`src/core/usdp_pkg.sv`:
```
// Contract
// - every shadow word reads the receive buffer and writes the transmit holding register; with fifos on the write goes to the transmit fifo instead.
// - with fifos off the low byte of a read is the most recent received character from the active input.
// - with fifos off a new byte overwrites an unread one and raises overrun.
// - with fifos on a read returns and pops the head of the receive fifo.
// - a byte arriving at a full receive fifo is dropped, contents kept, overrun raised.
// - a written byte goes out on the serial or infrared transmit path.
// - with fifos off one write clears the transmit holding empty flag.
// - with fifos off a further write before the flag sets again replaces the byte.
// - with fifos on the transmit fifo takes a depth of bytes, 16 by default, before full.
// - a write to a full transmit fifo is discarded with no change to the fifo.
// - reserved bits 15:8 and the data byte reset to zero.
package usdp_pkg;
    localparam logic [31:0] USDP_SHADOW_BASE    = 32'h50001048;
    localparam logic [31:0] USDP_SHADOW_6       = 32'h50001048;
    localparam logic [31:0] USDP_SHADOW_7       = 32'h5000104C;
    localparam logic [31:0] USDP_SHADOW_SPAN    = 32'h00000040;
    localparam logic [31:0] USDP_CTRL_OFS       = 32'h00000100;
    localparam logic [31:0] USDP_STAT_OFS       = 32'h00000104;
    localparam logic [31:0] USDP_IRQ_OFS        = 32'h00000108;
    localparam logic [31:0] USDP_MASK_OFS       = 32'h0000010C;
    localparam logic [31:0] USDP_ADDR_MASK      = 32'hFFFFF000;
    localparam logic [31:0] USDP_PAGE           = 32'h50001000;
    localparam int          USDP_CTRL_FIFO_EN   = 0;
    localparam int          USDP_CTRL_IR_MODE   = 1;
    localparam int          USDP_STAT_DVALID    = 0;
    localparam int          USDP_STAT_OVERRUN   = 1;
    localparam int          USDP_STAT_TX_EMPTY  = 5;
    localparam int          USDP_STAT_TX_FULL   = 6;
    localparam int          USDP_IRQ_OVERRUN    = 0;
    localparam int          USDP_IRQ_RX         = 1;
    localparam int          USDP_IRQ_TX_EMPTY   = 2;
    localparam logic [7:0]  USDP_DATA_RESET     = 8'h00;
    localparam logic [15:0] USDP_WORD_RESET     = 16'h0000;
    localparam int          USDP_FIFO_DEPTH     = 16;
    localparam logic [1:0]  USDP_HTRANS_NONSEQ  = 2'h2;
    localparam logic [1:0]  USDP_HTRANS_SEQ     = 2'h3;

    typedef struct packed {
        logic       valid;
        logic [7:0] data;
    } usdp_byte_t;

    typedef struct packed {
        logic       fifo_en;
        logic       ir_mode;
    } usdp_ctrl_t;
endpackage : usdp_pkg

```
`src/core/usdp_fifo.sv`:
```
module usdp_fifo
    import usdp_pkg::*;
#(
    parameter int WIDTH = 8,
    parameter int DEPTH = USDP_FIFO_DEPTH
) (
    input  wire logic             hclk,
    input  wire logic             hresetn,
    input  wire logic             flush,
    input  wire logic             push,
    input  wire logic [WIDTH-1:0] push_data,
    input  wire logic             pop,
    output logic      [WIDTH-1:0] head,
    output logic                  empty,
    output logic                  full
);
    localparam int AW = (DEPTH > 1) ? $clog2(DEPTH) : 1;

    initial begin
        if (DEPTH < 2 || WIDTH < 1) begin
            $error("usdp_fifo depth must be at least 2");
        end
    end

    logic [WIDTH-1:0] mem [DEPTH];
    logic [AW-1:0]    wp_r;
    logic [AW-1:0]    wp_nxt;
    logic [AW-1:0]    rp_r;
    logic [AW-1:0]    rp_nxt;
    logic [AW:0]      cnt_r;
    logic [AW:0]      cnt_nxt;
    logic             do_push;
    logic             do_pop;

    function automatic logic [AW-1:0] bump(input logic [AW-1:0] p);
        bump = (p == AW'(DEPTH - 1)) ? '0 : p + AW'(1);
    endfunction : bump

    assign empty   = (cnt_r == '0);
    assign full    = (cnt_r == (AW+1)'(DEPTH));
    assign head    = mem[rp_r];
    // full fifo drops the push, contents untouched
    assign do_push = push && !full;
    assign do_pop  = pop && !empty;

    always_comb begin
        wp_nxt  = do_push ? bump(wp_r) : wp_r;
        rp_nxt  = do_pop ? bump(rp_r) : rp_r;
        cnt_nxt = cnt_r + (AW+1)'(do_push) - (AW+1)'(do_pop);
        if (flush) begin
            wp_nxt  = '0;
            rp_nxt  = '0;
            cnt_nxt = '0;
        end
    end

    always_ff @(posedge hclk or negedge hresetn) begin
        if (!hresetn) begin
            wp_r  <= '0;
            rp_r  <= '0;
            cnt_r <= '0;
        end else begin
            wp_r  <= wp_nxt;
            rp_r  <= rp_nxt;
            cnt_r <= cnt_nxt;
        end
    end

    always_ff @(posedge hclk) begin
        if (do_push && !flush) begin
            mem[wp_r] <= push_data;
        end
    end
endmodule : usdp_fifo

```
`src/core/usdp_hold.sv`:
```
module usdp_hold
    import usdp_pkg::*;
(
    input  wire logic       hclk,
    input  wire logic       hresetn,
    input  wire logic       load,
    input  wire logic [7:0] load_data,
    input  wire logic       take,
    output usdp_byte_t      slot
);
    usdp_byte_t slot_r;
    usdp_byte_t slot_nxt;

    assign slot = slot_r;

    // a load overwrites an unconsumed byte; load wins over take
    always_comb begin
        slot_nxt = slot_r;
        if (take) begin
            slot_nxt.valid = 1'b0;
        end
        if (load) begin
            slot_nxt.valid = 1'b1;
            slot_nxt.data  = load_data;
        end
    end

    always_ff @(posedge hclk or negedge hresetn) begin
        if (!hresetn) begin
            slot_r <= '{valid: 1'b0, data: USDP_DATA_RESET};
        end else begin
            slot_r <= slot_nxt;
        end
    end
endmodule : usdp_hold

```
`src/core/usdp_port.sv`:
```
// Local design decision: the AHB-Lite register port.
module usdp_port
    import usdp_pkg::*;
#(
    parameter int FIFO_DEPTH = USDP_FIFO_DEPTH
) (
    input  wire logic        hclk,
    input  wire logic        hresetn,
    input  wire logic        hsel,
    input  wire logic [31:0] haddr,
    input  wire logic [1:0]  htrans,
    input  wire logic        hwrite,
    input  wire logic [2:0]  hsize,
    input  wire logic [31:0] hwdata,
    input  wire logic        hready,
    output logic      [31:0] hrdata,
    output logic             hreadyout,
    output logic             hresp,
    input  wire logic        rx_strobe,
    input  wire logic [7:0]  rx_byte,
    input  wire logic [7:0]  ir_rx_byte,
    output logic             tx_valid,
    output logic      [7:0]  tx_byte,
    input  wire logic        tx_take,
    output logic             tx_serial,
    output logic             tx_ir_n,
    output logic             irq
);
    initial begin
        if (FIFO_DEPTH < 2) begin
            $error("usdp_port fifo depth must be at least 2");
        end
    end

    // address phase capture
    logic        dp_valid_r;
    logic        dp_valid_nxt;
    logic        dp_write_r;
    logic        dp_write_nxt;
    logic [31:0] dp_addr_r;
    logic [31:0] dp_addr_nxt;
    logic [31:0] rdata_r;
    logic [31:0] rdata_nxt;
    usdp_ctrl_t  ctrl_r;
    usdp_ctrl_t  ctrl_nxt;
    logic [2:0]  ists_r;
    logic [2:0]  ists_nxt;
    logic [2:0]  imask_r;
    logic [2:0]  imask_nxt;
    logic        ovr_r;
    logic        ovr_nxt;
    logic        tx_wait_r;
    logic        tx_wait_nxt;

    function automatic logic is_shadow(input logic [31:0] a);
        is_shadow = (a >= USDP_SHADOW_BASE) &&
                    (a < USDP_SHADOW_BASE + USDP_SHADOW_SPAN);
    endfunction : is_shadow

    function automatic logic is_reg(input logic [31:0] a,
                                    input logic [31:0] ofs);
        is_reg = (a == (USDP_PAGE | ofs));
    endfunction : is_reg

    logic addr_ok;
    logic acc;
    logic wr_data;
    logic rd_data;
    logic wr_ctrl;
    logic wr_ists;
    logic wr_mask;

    assign addr_ok = (hsize == 3'h2) && (haddr[1:0] == 2'h0);
    assign acc     = hsel && hready && htrans[1] && addr_ok;
    assign wr_data = dp_valid_r && dp_write_r && is_shadow(dp_addr_r);
    assign wr_ctrl = dp_valid_r && dp_write_r
                     && is_reg(dp_addr_r, USDP_CTRL_OFS);
    assign wr_ists = dp_valid_r && dp_write_r
                     && is_reg(dp_addr_r, USDP_IRQ_OFS);
    assign wr_mask = dp_valid_r && dp_write_r
                     && is_reg(dp_addr_r, USDP_MASK_OFS);
    assign rd_data = acc && !hwrite && is_shadow(haddr);

    // receive side: hold register when fifos off, fifo when on
    logic       rx_push;
    logic [7:0] rx_in;
    logic [7:0] rxf_head;
    logic       rxf_empty;
    logic       rxf_full;
    usdp_byte_t rx_slot;
    logic       rx_valid;
    logic [7:0] rx_head;

    assign rx_in    = ctrl_r.ir_mode ? ir_rx_byte : rx_byte;
    assign rx_push  = rx_strobe && ctrl_r.fifo_en;
    assign rx_valid = ctrl_r.fifo_en ? !rxf_empty : rx_slot.valid;
    assign rx_head  = ctrl_r.fifo_en ? rxf_head : rx_slot.data;

    usdp_fifo #(.WIDTH(8), .DEPTH(FIFO_DEPTH)) u_rx_fifo (
        .hclk      (hclk),
        .hresetn   (hresetn),
        .flush     (!ctrl_r.fifo_en),
        .push      (rx_push),
        .push_data (rx_in),
        .pop       (rd_data && ctrl_r.fifo_en),
        .head      (rxf_head),
        .empty     (rxf_empty),
        .full      (rxf_full)
    );

    usdp_hold u_rx_hold (
        .hclk      (hclk),
        .hresetn   (hresetn),
        .load      (rx_strobe && !ctrl_r.fifo_en),
        .load_data (rx_in),
        .take      (rd_data && !ctrl_r.fifo_en),
        .slot      (rx_slot)
    );

    // transmit side
    logic       txf_empty;
    logic       txf_full;
    logic [7:0] txf_head;
    usdp_byte_t tx_slot;
    logic       tx_empty_flag;

    usdp_fifo #(.WIDTH(8), .DEPTH(FIFO_DEPTH)) u_tx_fifo (
        .hclk      (hclk),
        .hresetn   (hresetn),
        .flush     (!ctrl_r.fifo_en),
        .push      (wr_data && ctrl_r.fifo_en),
        .push_data (hwdata[7:0]),
        .pop       (tx_take && ctrl_r.fifo_en),
        .head      (txf_head),
        .empty     (txf_empty),
        .full      (txf_full)
    );

    usdp_hold u_tx_hold (
        .hclk      (hclk),
        .hresetn   (hresetn),
        .load      (wr_data && !ctrl_r.fifo_en),
        .load_data (hwdata[7:0]),
        .take      (tx_take && !ctrl_r.fifo_en),
        .slot      (tx_slot)
    );

    assign tx_empty_flag = ctrl_r.fifo_en ? txf_empty : !tx_slot.valid;
    // byte to serial or infrared path
    assign tx_valid  = ctrl_r.fifo_en ? !txf_empty : tx_slot.valid;
    assign tx_byte   = ctrl_r.fifo_en ? txf_head : tx_slot.data;
    // idle high per mode, else bit 0 of the pending byte on the active path (inverted for infrared)
    assign tx_serial = ctrl_r.ir_mode || !tx_valid ? 1'b1 : tx_byte[0];
    assign tx_ir_n   = !ctrl_r.ir_mode || !tx_valid ? 1'b1 : !tx_byte[0];

    logic ovr_evt;
    assign ovr_evt = rx_strobe &&
                     (ctrl_r.fifo_en ? rxf_full : rx_slot.valid);

    logic [2:0] ev;
    // empty flag rising: tx_wait_r resets low, so the flag that stands
    // after reset gives no false event
    assign ev = {tx_empty_flag && tx_wait_r, rx_strobe, ovr_evt};

    // address phase is kept for its data phase
    always_comb begin
        dp_valid_nxt = acc;
        dp_write_nxt = acc && hwrite;
        dp_addr_nxt  = haddr;
    end

    always_ff @(posedge hclk or negedge hresetn) begin
        if (!hresetn) begin
            dp_valid_r <= 1'b0;
            dp_write_r <= 1'b0;
            dp_addr_r  <= 32'h00000000;
        end else begin
            dp_valid_r <= dp_valid_nxt;
            dp_write_r <= dp_write_nxt;
            dp_addr_r  <= dp_addr_nxt;
        end
    end

    // read data stands one cycle, then falls back to zero
    always_comb begin
        rdata_nxt = 32'h00000000;
        if (acc && !hwrite) begin
            if (is_shadow(haddr)) begin
                rdata_nxt = {24'h000000, rx_head};
            end else if (is_reg(haddr, USDP_CTRL_OFS)) begin
                rdata_nxt = {30'h00000000, ctrl_r.ir_mode, ctrl_r.fifo_en};
            end else if (is_reg(haddr, USDP_STAT_OFS)) begin
                rdata_nxt = 32'h00000000;
                rdata_nxt[USDP_STAT_DVALID]   = rx_valid;
                rdata_nxt[USDP_STAT_OVERRUN]  = ovr_r;
                rdata_nxt[USDP_STAT_TX_EMPTY] = tx_empty_flag;
                rdata_nxt[USDP_STAT_TX_FULL]  = ctrl_r.fifo_en && txf_full;
            end else if (is_reg(haddr, USDP_IRQ_OFS)) begin
                rdata_nxt = {29'h00000000, ists_r};
            end else if (is_reg(haddr, USDP_MASK_OFS)) begin
                rdata_nxt = {29'h00000000, imask_r};
            end
        end
    end

    always_ff @(posedge hclk or negedge hresetn) begin
        if (!hresetn) begin
            rdata_r <= 32'h00000000;
        end else begin
            rdata_r <= rdata_nxt;
        end
    end

    always_comb begin
        ctrl_nxt  = ctrl_r;
        imask_nxt = imask_r;
        if (wr_ctrl) begin
            ctrl_nxt.fifo_en = hwdata[USDP_CTRL_FIFO_EN];
            ctrl_nxt.ir_mode = hwdata[USDP_CTRL_IR_MODE];
        end
        if (wr_mask) begin
            imask_nxt = hwdata[2:0];
        end
    end

    always_ff @(posedge hclk or negedge hresetn) begin
        if (!hresetn) begin
            ctrl_r  <= '{fifo_en: 1'b0, ir_mode: 1'b0};
            imask_r <= 3'h0;
        end else begin
            ctrl_r  <= ctrl_nxt;
            imask_r <= imask_nxt;
        end
    end

    // overrun stays until status is read; new event wins
    always_comb begin
        ovr_nxt = ovr_r;
        if (acc && !hwrite && is_reg(haddr, USDP_STAT_OFS)) begin
            ovr_nxt = 1'b0;
        end
        if (ovr_evt) begin
            ovr_nxt = 1'b1;
        end
    end

    always_ff @(posedge hclk or negedge hresetn) begin
        if (!hresetn) begin
            ovr_r <= 1'b0;
        end else begin
            ovr_r <= ovr_nxt;
        end
    end

    // sticky status: an event in the cycle of its clear wins
    always_comb begin
        tx_wait_nxt = !tx_empty_flag;
        ists_nxt    = ists_r;
        if (wr_ists) begin
            ists_nxt = ists_r & ~hwdata[2:0];
        end
        ists_nxt = ists_nxt | ev;
    end

    always_ff @(posedge hclk or negedge hresetn) begin
        if (!hresetn) begin
            ists_r    <= 3'h0;
            tx_wait_r <= 1'b0;
        end else begin
            ists_r    <= ists_nxt;
            tx_wait_r <= tx_wait_nxt;
        end
    end

    assign hrdata    = rdata_r;
    assign hreadyout = 1'b1;
    assign hresp     = 1'b0;
    assign irq       = |(ists_r & imask_r);
endmodule : usdp_port

```
`config.mk`:
```
export PLATFORM = sky130hd
export DESIGN_NAME = usdp_port
export DESIGN_NICKNAME = d
export VERILOG_FILES = /design/src/core/usdp_pkg.sv /design/src/core/usdp_fifo.sv /design/src/core/usdp_hold.sv /design/src/core/usdp_port.sv
export SDC_FILE = /design/constraint.sdc
export NUM_CORES = 1
export LEC_CHECK = 0
export BUFFER_PORTS_ARGS = -buffer_cell sky130_fd_sc_hd__buf_2
export CAP_MARGIN = 20
export CORE_MARGIN = 4
export CORE_UTILIZATION = 32
export DETAILED_ROUTE_END_ITERATION = 8
export MAX_ROUTING_LAYER = met4
export SLEW_MARGIN = 10
export SYNTH_ARGS = -nofsm -noshare
export SYNTH_HDL_FRONTEND = slang
export SYNTH_SLANG_ARGS = --single-unit
export TNS_END_PERCENT = 30
```
`constraint.sdc`:
```
create_clock -name hclk -period 4.01 [get_ports hclk]
set_input_delay 0.2005 -clock hclk [delete_from_list [all_inputs] [get_ports hclk]]
set_output_delay 0.2005 -clock hclk [all_outputs]
set_load 0.005 [all_outputs]
```
==> impl_results.md, run 1 <==
* Cts bufs inserted at 37
* RSZ-0062 raised after global routing: no
* Synthesized area per cell at 16.21 um^2
* Min-Delay Path Class: in2reg
* Comb power frac at 2.4%
* Die height at 222.7 um
* Synth async-reset ratio at 27.27%
* RD Place Congestion at 0.7789
* Largest net degree at the start of global routing at 63
* Final #Nets at 1,164
* Count of input and output buffers at 86
* Row count at 78
* Via count at 8,136
* P_int at 5.902 mW
* Post-CTS Resized at 0
* Filler cells at 4,217
* CTS tree: done
* Die ar. at 0.04959 mm^2
* Register area share after synthesis at 68.41%
* Starting density of the core at 32.43%
* WP data arrival at 3.86 ns
* Max rail drop VDD at 321.4 uV
* Fin. Hold Viols at 0
* Hold WS at 0.02932 ns
* CTS H-tree depth at 2
* Clock tree root driver cell: clkbuf_16
* Status: completed
* Rel. slew slack at 41.27%
* Post-route ant nets at 0
* CP cell instances: dlygate4sd3_1 > buf_2 > nor4b_1 > nand2_1 > or3_1 > nor2_1 > ha_1 > inv_1 > ha_1 > fa_1 > a21oi_1 > nor2_1 > or3_1 > a21oi_1
* Clk_lat worst skew at 0.53 ns
* Sequential share of power at 53.4%
* Slowest cell on crit path: nor4b_1
* Post-CTS setup buffers at 0
* Startpoint types: primary input
* Clock Power Share at 44.2%
* Critical path required time at 4.46 ns
* Worst slew pin tran at 0.8778 ns
* Pre-CTS setup slack at 0.6131 ns
* Final WL at 31,690 um
* Initial antenna violation count at 0
* Max cap viols at 0
* Synth top area cells: edfxtp_1, dfrtp_1, mux4_2
* Final period util at 85.01%
* Setup ws final at 0.6010 ns
* Final Slew Violations at 0
* Clk slew on worst S/H paths at 0.06 ns
* Post-synth EDFFs at 256
* Maximum root-to-sink buffer count at 3
* Synth cell types at 62
* Inst Count DP at 1,572
* Number of global-route vias before repair at 8,362
* Critical path fanouts, max at 8
* Dpl hpwl at 21,200 um
* Setup violations, final at 0
* Cell taking the most area after synthesis: edfxtp_1
* Total negative slack at 0 ns
* Wire length of the first global-routing pass at 49,390 um
* Avg WL per Cell at 18.92 um
* Synthesis Warnings at 0
* Top-level I/O count at 138
* Antenna cells at 0
* Die outline width at 222.7 um
* Worst stage delay on the critical path at 0.57 ns
* Synth Flop Type: edfxtp_1
* Vias/cell at 4.857
* Final Power at 7.396 mW
* PD cells at 426.2 mW/mm^2
* Commonest cells in the netlist: edfxtp_1, dfrtp_1, mux4_2
* Sw power at 1.494 mW
* Core area at 0.04548 mm^2
* Hold buffer count at cts at 36
* FMAX at 293.3 MHz
* Non-Filler Instances at 1,675
* DRC at 0
* #FFs+latches synth at 352
* Gate count of the mapped netlist at 910
* Design Area, Final at 0.01736 mm^2
* Tmin final at 3.409 ns
* Fin Clk Skew at 0.01195 ns
* # clock sinks at 352
* WS Path Type: in2reg
* Tot GR Track Use at 12.95%
* Most frequent cell after synthesis: edfxtp_1
* CP top delay family: simple AND/OR/NAND/NOR gates
* Worst path bufs/invs at 3
* Syn-to-layout area delta at 17.67%
* DP Area at 0.01582 mm^2
* 1st-pass router iterations at 5
* Synthesized area at 0.01475 mm^2
* Core Util, Final at 38.16%
* Storage element area at 0.01009 mm^2
* Area of the multi-input gates at 0.004268 mm^2
* Synth top area share at 52.12%
* First DRT Iteration DRCs at 541
* Setup crit end kind: register
* Layout cells sized above 1 at 25.40%
* Sw Share at 20.20%
* Grt total ovfl at 0
* Leak pwr at 6.231 nW
-- cell type report --
type                            instances  share of cell area (%)
Inverter                               27                  0.5840
Tap cell                              600                   4.326
Sequential cell                       352                   58.15
Clock inverter                         16                  0.8795
Timing Repair Buffer                  146                   5.681
Clock buffer                           50                   5.789
Multi-Input combinational cell        484                   24.59
-- cells by family after synthesis --
group / synth area share, %
buffers and inverters: 3.266
other: 0.05092
AO/OA/AOI/OAI: 5.608
flip-flops: 68.41
XOR/XNOR: 0.5345
adder cells (fa/ha/maj): 2.138
AND/OR/NAND/NOR: 7.321
multiplexers: 12.67
-- worst paths after layout --
path | startpoint | end | slack, ns | cells past startpoint
max | haddr[13] | u_rx_fifo.cnt_r[4] | 0.60 | 14
min | hsize[2] | dp_valid_r | 0.03 | 3
max reg2reg | dp_addr_r[16] | u_tx_fifo.cnt_r[4] | 0.80 | 11
min reg2reg | u_tx_hold.slot[8] | u_tx_hold.slot[8] | 0.49 | 1
max in group asynchronous | hresetn | dp_addr_r[24] | 2.71 | 3
min in group asynchronous | hresetn | hrdata[5] | 0.32 | 2
-- flip-flops by register name, summed over array words and instances (netlist names), 4 cells and up --
register         flops
u_tx_fifo.mem      128
u_tx_fifo.rp_r       4
u_rx_fifo.cnt_r      5
u_rx_hold.slot       9
u_rx_fifo.wp_r       4
u_rx_fifo.rp_r       4
u_tx_fifo.cnt_r      5
hrdata               8
dp_addr_r           32
u_rx_fifo.mem      128
u_tx_hold.slot       9
u_tx_fifo.wp_r       4
-- layout by cell type (no fill, tap or decap), types with 4 or more instances in the layout --
cell type,n
ha_1,22
edfxtp_1,256
mux2i_1,9
and3_1,19
nand3_1,11
dlygate4sd3_1,36
a22o_1,13
inv_1,27
or4_1,4
buf_2,85
nand2b_1,11
nor4_1,6
nor2_1,44
and2_1,13
a21o_1,6
xnor2_1,6
clkinv_2,5
nand4_1,4
mux4_2,56
mux2_2,46
o21ai_0,14
clkbuf_16,37
a31oi_1,14
nor3_1,14
buf_4,24
clkbuf_1,10
dfrtp_1,94
a22oi_1,18
conb_1,26
nor2b_1,15
a21oi_1,28
a211o_1,7
or3_1,7
clkinv_1,5
nand2_1,25
-- power by group through the flow --
stage                     combinational (mW)  clock, mW  sequential, mW
final                                  0.180       3.27            3.95
after global routing                   0.202       3.52            3.95
after CTS                              0.182       3.37            3.95
after detailed placement               0.154          0            4.02
after global placement                 0.146          0            4.02
after floorplan                       0.0703          0            4.02
-- worst reg2reg max path: stages, from the launching register on --
cell and delay (ns):
dfrtp_1 0.36, nor4_1 0.48, nand4_1 0.30, nor4_1 0.39, buf_4 0.20, and2_1 0.46
ha_1 0.29, fa_1 0.22, a21oi_1 0.08, nor2_1 0.11, or3_1 0.12, a21oi_1 0.06
-- layer usage --
metal,up-vias,share of wire (%),GRT usage (%)
li1,3749,-,-
met3,53,3.7,2.180
met4,0,2.3,3.480
met1,4163,44,17.00
met5,-,0,-
met2,171,50,21.06
Power figures use the tool's default switching activity.
==> run 2: changes to the inputs <==
--- a/config.mk
+++ b/config.mk
@@ -11,6 +11,7 @@
 export CORE_UTILIZATION = 32
 export DETAILED_ROUTE_END_ITERATION = 8
 export MAX_ROUTING_LAYER = met4
+export PLACE_DENSITY_LB_ADDON = 0.12
 export SLEW_MARGIN = 10
 export SYNTH_ARGS = -nofsm -noshare
 export SYNTH_HDL_FRONTEND = slang
==> impl_results.md, run 2 (synthesized netlist as in run 1, its figures left out) <==
* Grt total ovfl at 0 (unchanged)
* Cts bufs inserted at 39 (+5.4%)
* Wire length of the first global-routing pass at 54,330 um (+10%)
* Top-level I/O count at 138 (unchanged)
* Final Slew Violations at 0 (unchanged)
* Leak pwr at 6.316 nW (+1.4%)
* Via count at 8,083 (-0.65%)
* Initial antenna violation count at 0 (unchanged)
* Setup violations, final at 0 (unchanged)
* Critical path required time at 4.49 ns (+0.03 ns)
* Largest net degree at the start of global routing at 48 (-24%)
* Final #Nets at 1,167 (+0.26%)
* Worst stage delay on the critical path at 0.65 ns (+0.08 ns)
* FMAX at 291.8 MHz (-0.52%)
* Layout cells sized above 1 at 26.09% (+0.69 points)
* Core area at 0.04548 mm^2 (unchanged)
* Dpl hpwl at 23,420 um (+10%)
* Worst slew pin tran at 1.003 ns (+0.1254 ns)
* Number of global-route vias before repair at 8,706 (+4.1%)
* Vias/cell at 4.806 (-1.1%)
* Biggest regs: u_rx_fifo.mem: 128 flops, u_tx_fifo.mem: 128 flops, dp_addr_r: 32 flops
* CP top delay family: adder cells
* Maximum root-to-sink buffer count at 3 (unchanged)
* RD Place Congestion at 0.7325 (-6.0%)
* CP cell instances: inv_1 > ha_1 > inv_1 > o41ai_1 > or4_1 > nor2_1 > ha_1 > inv_1 > ha_1 > fa_1 > a21oi_1 > nor2_1 > or3_1 > a21oi_1
* Count of input and output buffers at 86 (unchanged)
* Fin Clk Skew at 0.02450 ns (+0.01256 ns)
* Post-route ant nets at 0 (unchanged)
* Final period util at 85.45% (+0.44 points)
* Final WL at 35,570 um (+12%)
* Startpoint types: register
* Critical path fanouts, max at 6 (-2)
* Die height at 222.7 um (unchanged)
* # clock sinks at 352 (unchanged)
* Min-Delay Path Class: in2reg
* CTS tree: done
* Max rail drop VDD at 357.3 uV (+11%)
* Slowest cell on crit path: o41ai_1
* Setup crit end kind: register
* DRC at 0 (unchanged)
* PD cells at 443.8 mW/mm^2 (+4.1%)
* Post-CTS Resized at 0 (unchanged)
* CTS H-tree depth at 2 (unchanged)
* Commonest cells after routing, fill and taps aside: edfxtp_1, dfrtp_1, buf_2
* Die outline width at 222.7 um (unchanged)
* Starting density of the core at 32.43% (unchanged)
* WP data arrival at 3.90 ns (+0.04 ns)
* Fin. Hold Viols at 0 (unchanged)
* Total negative slack at 0 ns (unchanged)
* Clock tree root driver cell: clkbuf_16
* Worst path bufs/invs at 3 (unchanged)
* Tmin final at 3.427 ns (+0.01777 ns)
* Syn-to-layout area delta at 18.81%
* Tot GR Track Use at 14.86% (+1.9 points)
* Die ar. at 0.04959 mm^2 (unchanged)
* Status: completed
* Avg WL per Cell at 21.14 um (+12%)
* Clk slew on worst S/H paths at 0.06 ns (about the same)
* 1st-pass router iterations at 4 (-1)
* First DRT Iteration DRCs at 493 (-8.9%)
* Clk_lat worst skew at 0.56 ns (+0.03 ns)
* Non-Filler Instances at 1,682 (+0.42%)
* Final Power at 7.776 mW (+5.1%)
* Rel. slew slack at 33.12% (-8.1 points)
* Max cap viols at 0 (unchanged)
* Commonest non-fill, non-tap cell in the layout: edfxtp_1
* Inst Count DP at 1,572 (unchanged)
* Row count at 78 (unchanged)
* RSZ-0062 raised after global routing: no
* WS Path Type: reg2reg
-- run 2: cell count changes in the layout (fill, tap and decap cells not counted), moves of 2 or more --
cell and delta:
clkinv_1 +2, clkinv_2 +3, clkbuf_16 +5, inv_6 +2, dlygate4sd3_1 +2, clkbuf_1 -6
-- run 2: cell type report --
class,instances,area [um^2]
diodes,1,2.502
clock buffers,49,1107
clock inverters,22,202.7
fillers,4314,27960
inverters,27,101.3
multi-input cells,484,4268
flip-flops and latches,352,10090
well taps,600,750.7
repair buffers,147,998.5
-- run 2: worst paths after layout --
kind,from,to,slack (ns),depth (start not counted)
max in group asynchronous,hresetn,u_tx_fifo.rp_r[0],2.93,3
min reg2reg,u_tx_hold.slot[8],u_tx_hold.slot[8],0.50,1
min,hwdata[6],u_tx_fifo.mem[6][6],0.07,1
min in group asynchronous,hresetn,dp_addr_r[18],0.12,2
max reg2reg,u_rx_fifo.cnt_r[2],u_rx_fifo.cnt_r[4],0.58,14
max,u_rx_fifo.cnt_r[2],u_rx_fifo.cnt_r[4],0.58,14
-- run 2: power breakdown --
| group | switching, mW | leakage (nW) | internal [mW] |
|---|---|---|---|
| logic | 0.116 | 2.14 | 0.0714 |
| clock network | 1.48 | 0.648 | 2.16 |
| registers | 0.0101 | 3.52 | 3.94 |
-- run 2: layer usage --
layer  GRT usage, %  share of wire (%)  vias up
li1               -                  -     3761
met1          18.68                 43     4127
met2          25.01                 51      146
met3          2.814                4.2       49
met4          3.718                2.1        0
met5              -                  0        -
-- run 2: what timing repair did --
action                                 in CTS  in global routing
endpoints found under the hold margin      70                  0
buffers inserted                            0                  0
hold buffers                               38                  0
setup endpoints to repair                   0                  0
-- run 2: through the flow --
step | utilization [%] | hold slack, ns | setup WS [ns] | cell area [um^2]
6_report | 38.53 | 0.06798 | 0.5833 | 17520
4_1_cts | 38.52 | 0.04158 | 0.5765 | 17520
2_1_floorplan | - | -0.09509 | 1.030 | 14840
3_3_place_gp | 34.81 | 0.1806 | 0.6258 | 15830
3_5_place_dp | 34.81 | 0.1828 | 0.6256 | 15830
5_1_grt | 38.52 | 0.05217 | 0.2585 | 17520
==> run 3: changes to the inputs <==
==> constraint.sdc (replaced) <==
create_clock -name hclk -period 4.01 [get_ports hclk]
set_input_delay 0.802 -clock hclk [delete_from_list [all_inputs] [get_ports hclk]]
set_output_delay 0.802 -clock hclk [all_outputs]
set_load 0.005 [all_outputs]
==> impl_results.md, run 3 (synthesized netlist as in run 1, its figures left out) <==
* Reg-to-reg slack, setup at 0.83 ns (+0.25 ns)
* Slowest cell on crit path: dfrtp_2
* Avg WL per Cell at 21.34 um (+0.92%)
* Largest net degree at the start of global routing at 97 (+100%)
* Leak pwr at 6.195 nW (-1.9%)
* 1st-pass router iterations at 5 (+1)
* Worst path bufs/invs at 2 (-1)
* Filler cells at 4,338 (+0.56%)
* CP top delay family: flip-flops
* Critical path fanouts, max at 18 (+12)
* Maximum root-to-sink buffer count at 3 (unchanged)
* Clk slew on worst S/H paths at 0.06 ns (about the same)
* Reg2reg end: u_tx_fifo.cnt_r[4]
* RD Place Congestion at 0.7442 (+1.6%)
* FF-to-FF Start: dp_addr_r[13]
* Critical path required time at 3.21 ns (-1.28 ns)
* CP cell instances: buf_4 > mux4_2 > a211o_1 > a22o_1 > buf_2
* Core area at 0.04548 mm^2 (unchanged)
* Min-Delay Path Class: in2async
* Via count at 8,016 (-0.83%)
* Final #Nets at 1,146 (-1.8%)
* WP data arrival at 2.83 ns (-1.07 ns)
* WS Path Type: reg2out
* Max rail drop VDD at 318.0 uV (-11%)
* Pre-CTS setup slack at 0.3121 ns (-0.3135 ns)
* Cts bufs inserted at 40 (+2.6%)
* Tot GR Track Use at 14.89% (+0.029 points)
* Syn-to-layout area delta at 16.42%
* Startpoint types: register
* Row count at 78 (unchanged)
* Area of the multi-input gates at 0.004268 mm^2 (unchanged)
* Post-CTS Resized at 0 (unchanged)
* Final WL at 35,400 um (-0.46%)
* Die height at 222.7 um (unchanged)
* Commonest non-fill, non-tap cell in the layout: edfxtp_1
* Tmin final at 3.633 ns (+0.2064 ns)
* Setup violations, final at 0 (unchanged)
* CTS tree: done
* Fin Clk Skew at 0.01325 ns (-0.01125 ns)
* Rel. slew slack at 35.08% (+2.0 points)
* CTS H-tree depth at 2 (unchanged)
* # clock sinks at 352 (unchanged)
* PD cells at 439.1 mW/mm^2 (-1.0%)
* Dpl hpwl at 23,290 um (-0.56%)
* Cells on worst reg2reg path at 11 (-3)
* Vias/cell at 4.832 (+0.55%)
* Layout cells sized above 1 at 27.38% (+1.3 points)
* Status: completed
* Worst stage delay on the critical path at 0.65 ns (about the same)
* Post-CTS setup buffers at 0 (unchanged)
* Clock tree root driver cell: clkbuf_16
* Number of global-route vias before repair at 8,467 (-2.7%)
* Clk_lat worst skew at 0.55 ns (about the same)
* Setup ws final at 0.3769 ns (-0.2064 ns)
* Setup crit end kind: primary output
* First DRT Iteration DRCs at 626 (+27%)
* Initial antenna violation count at 0 (unchanged)
* Top-level I/O count at 138 (unchanged)
* Commonest cells after routing, fill and taps aside: edfxtp_1, dfrtp_1, buf_2
* DRC at 0 (unchanged)
* Wire length of the first global-routing pass at 54,310 um (about the same)
* Die ar. at 0.04959 mm^2 (unchanged)
* RSZ-0062 raised after global routing: no
* Grt total ovfl at 0 (unchanged)
* Max cap viols at 0 (unchanged)
* Die outline width at 222.7 um (unchanged)
* Count of input and output buffers at 86 (unchanged)
* Post-route ant nets at 0 (unchanged)
* Worst slew pin tran at 0.9739 ns (-0.02930 ns)
* Starting density of the core at 32.43% (unchanged)
* Biggest regs: u_rx_fifo.mem: 128 flops, u_tx_fifo.mem: 128 flops, dp_addr_r: 32 flops
* Total negative slack at 0 ns (unchanged)
* Antenna cells at 0 (-1)
* FMAX at 275.2 MHz (-5.7%)
* Hold WS at 0.3119 ns (+0.2439 ns)
* Final period util at 90.60% (+5.1 points)
* Hold buffer count at cts at 0 (-100%)
* Final Slew Violations at 0 (unchanged)
* Fin. Hold Viols at 0 (unchanged)
* Storage element area at 0.01009 mm^2 (unchanged)
## run 3: worst max path at each step
| stage | slack (ns) | cells past startpoint | to | start |
|---|---|---|---|---|
| after floorplan | 0.47 | 14 | u_rx_fifo.cnt_r[4] | haddr[3] |
| after global placement | 0.29 | 14 | u_rx_fifo.cnt_r[4] | haddr[13] |
| after detailed placement | 0.31 | 13 | u_rx_fifo.cnt_r[4] | hsize[0] |
| after CTS | 0.30 | 5 | tx_byte[5] | u_tx_fifo.rp_r[0] |
| after global routing | 0.23 | 6 | tx_byte[3] | u_tx_fifo.rp_r[0] |
| final | 0.38 | 5 | tx_byte[5] | u_tx_fifo.rp_r[0] |
## run 3: power breakdown
part,switching [mW],total (mW),internal (mW),leakage (nW)
clock network,1.41,3.43,2.02,0.599
registers,0.0100,3.95,3.94,3.52
logic,0.110,0.159,0.0489,2.07
## run 3: per-layer routing
layer / global-route usage (%) / part of all wire, % / vias up
li1: - / - / 3723
met1: 18.85 / 44 / 4081
met2: 24.43 / 50 / 152
met3: 2.576 / 3.9 / 60
met4: 5.051 / 2.6 / 0
met5: - / 0 / -
## run 3: per-stage QoR
step,power (mW),instance area (um^2),std cells,utilization (%)
6_report,7.541,17170,1659,37.76
5_1_grt,7.856,17170,1659,37.76
4_1_cts,7.664,17170,1659,37.76
3_5_place_dp,4.185,15950,1588,35.07
3_3_place_gp,4.181,15950,1588,35.07
2_1_floorplan,4.088,14840,934,-
## run 3: final cells by class
| cell class | count | area share, % |
|---|---|---|
| flip-flops and latches | 352 | 58.77 |
| multi-input cells | 484 | 24.85 |
| clock buffers | 61 | 6.645 |
| well taps | 600 | 4.372 |
| repair buffers | 125 | 4.299 |
| inverters | 27 | 0.5902 |
| clock inverters | 10 | 0.4663 |
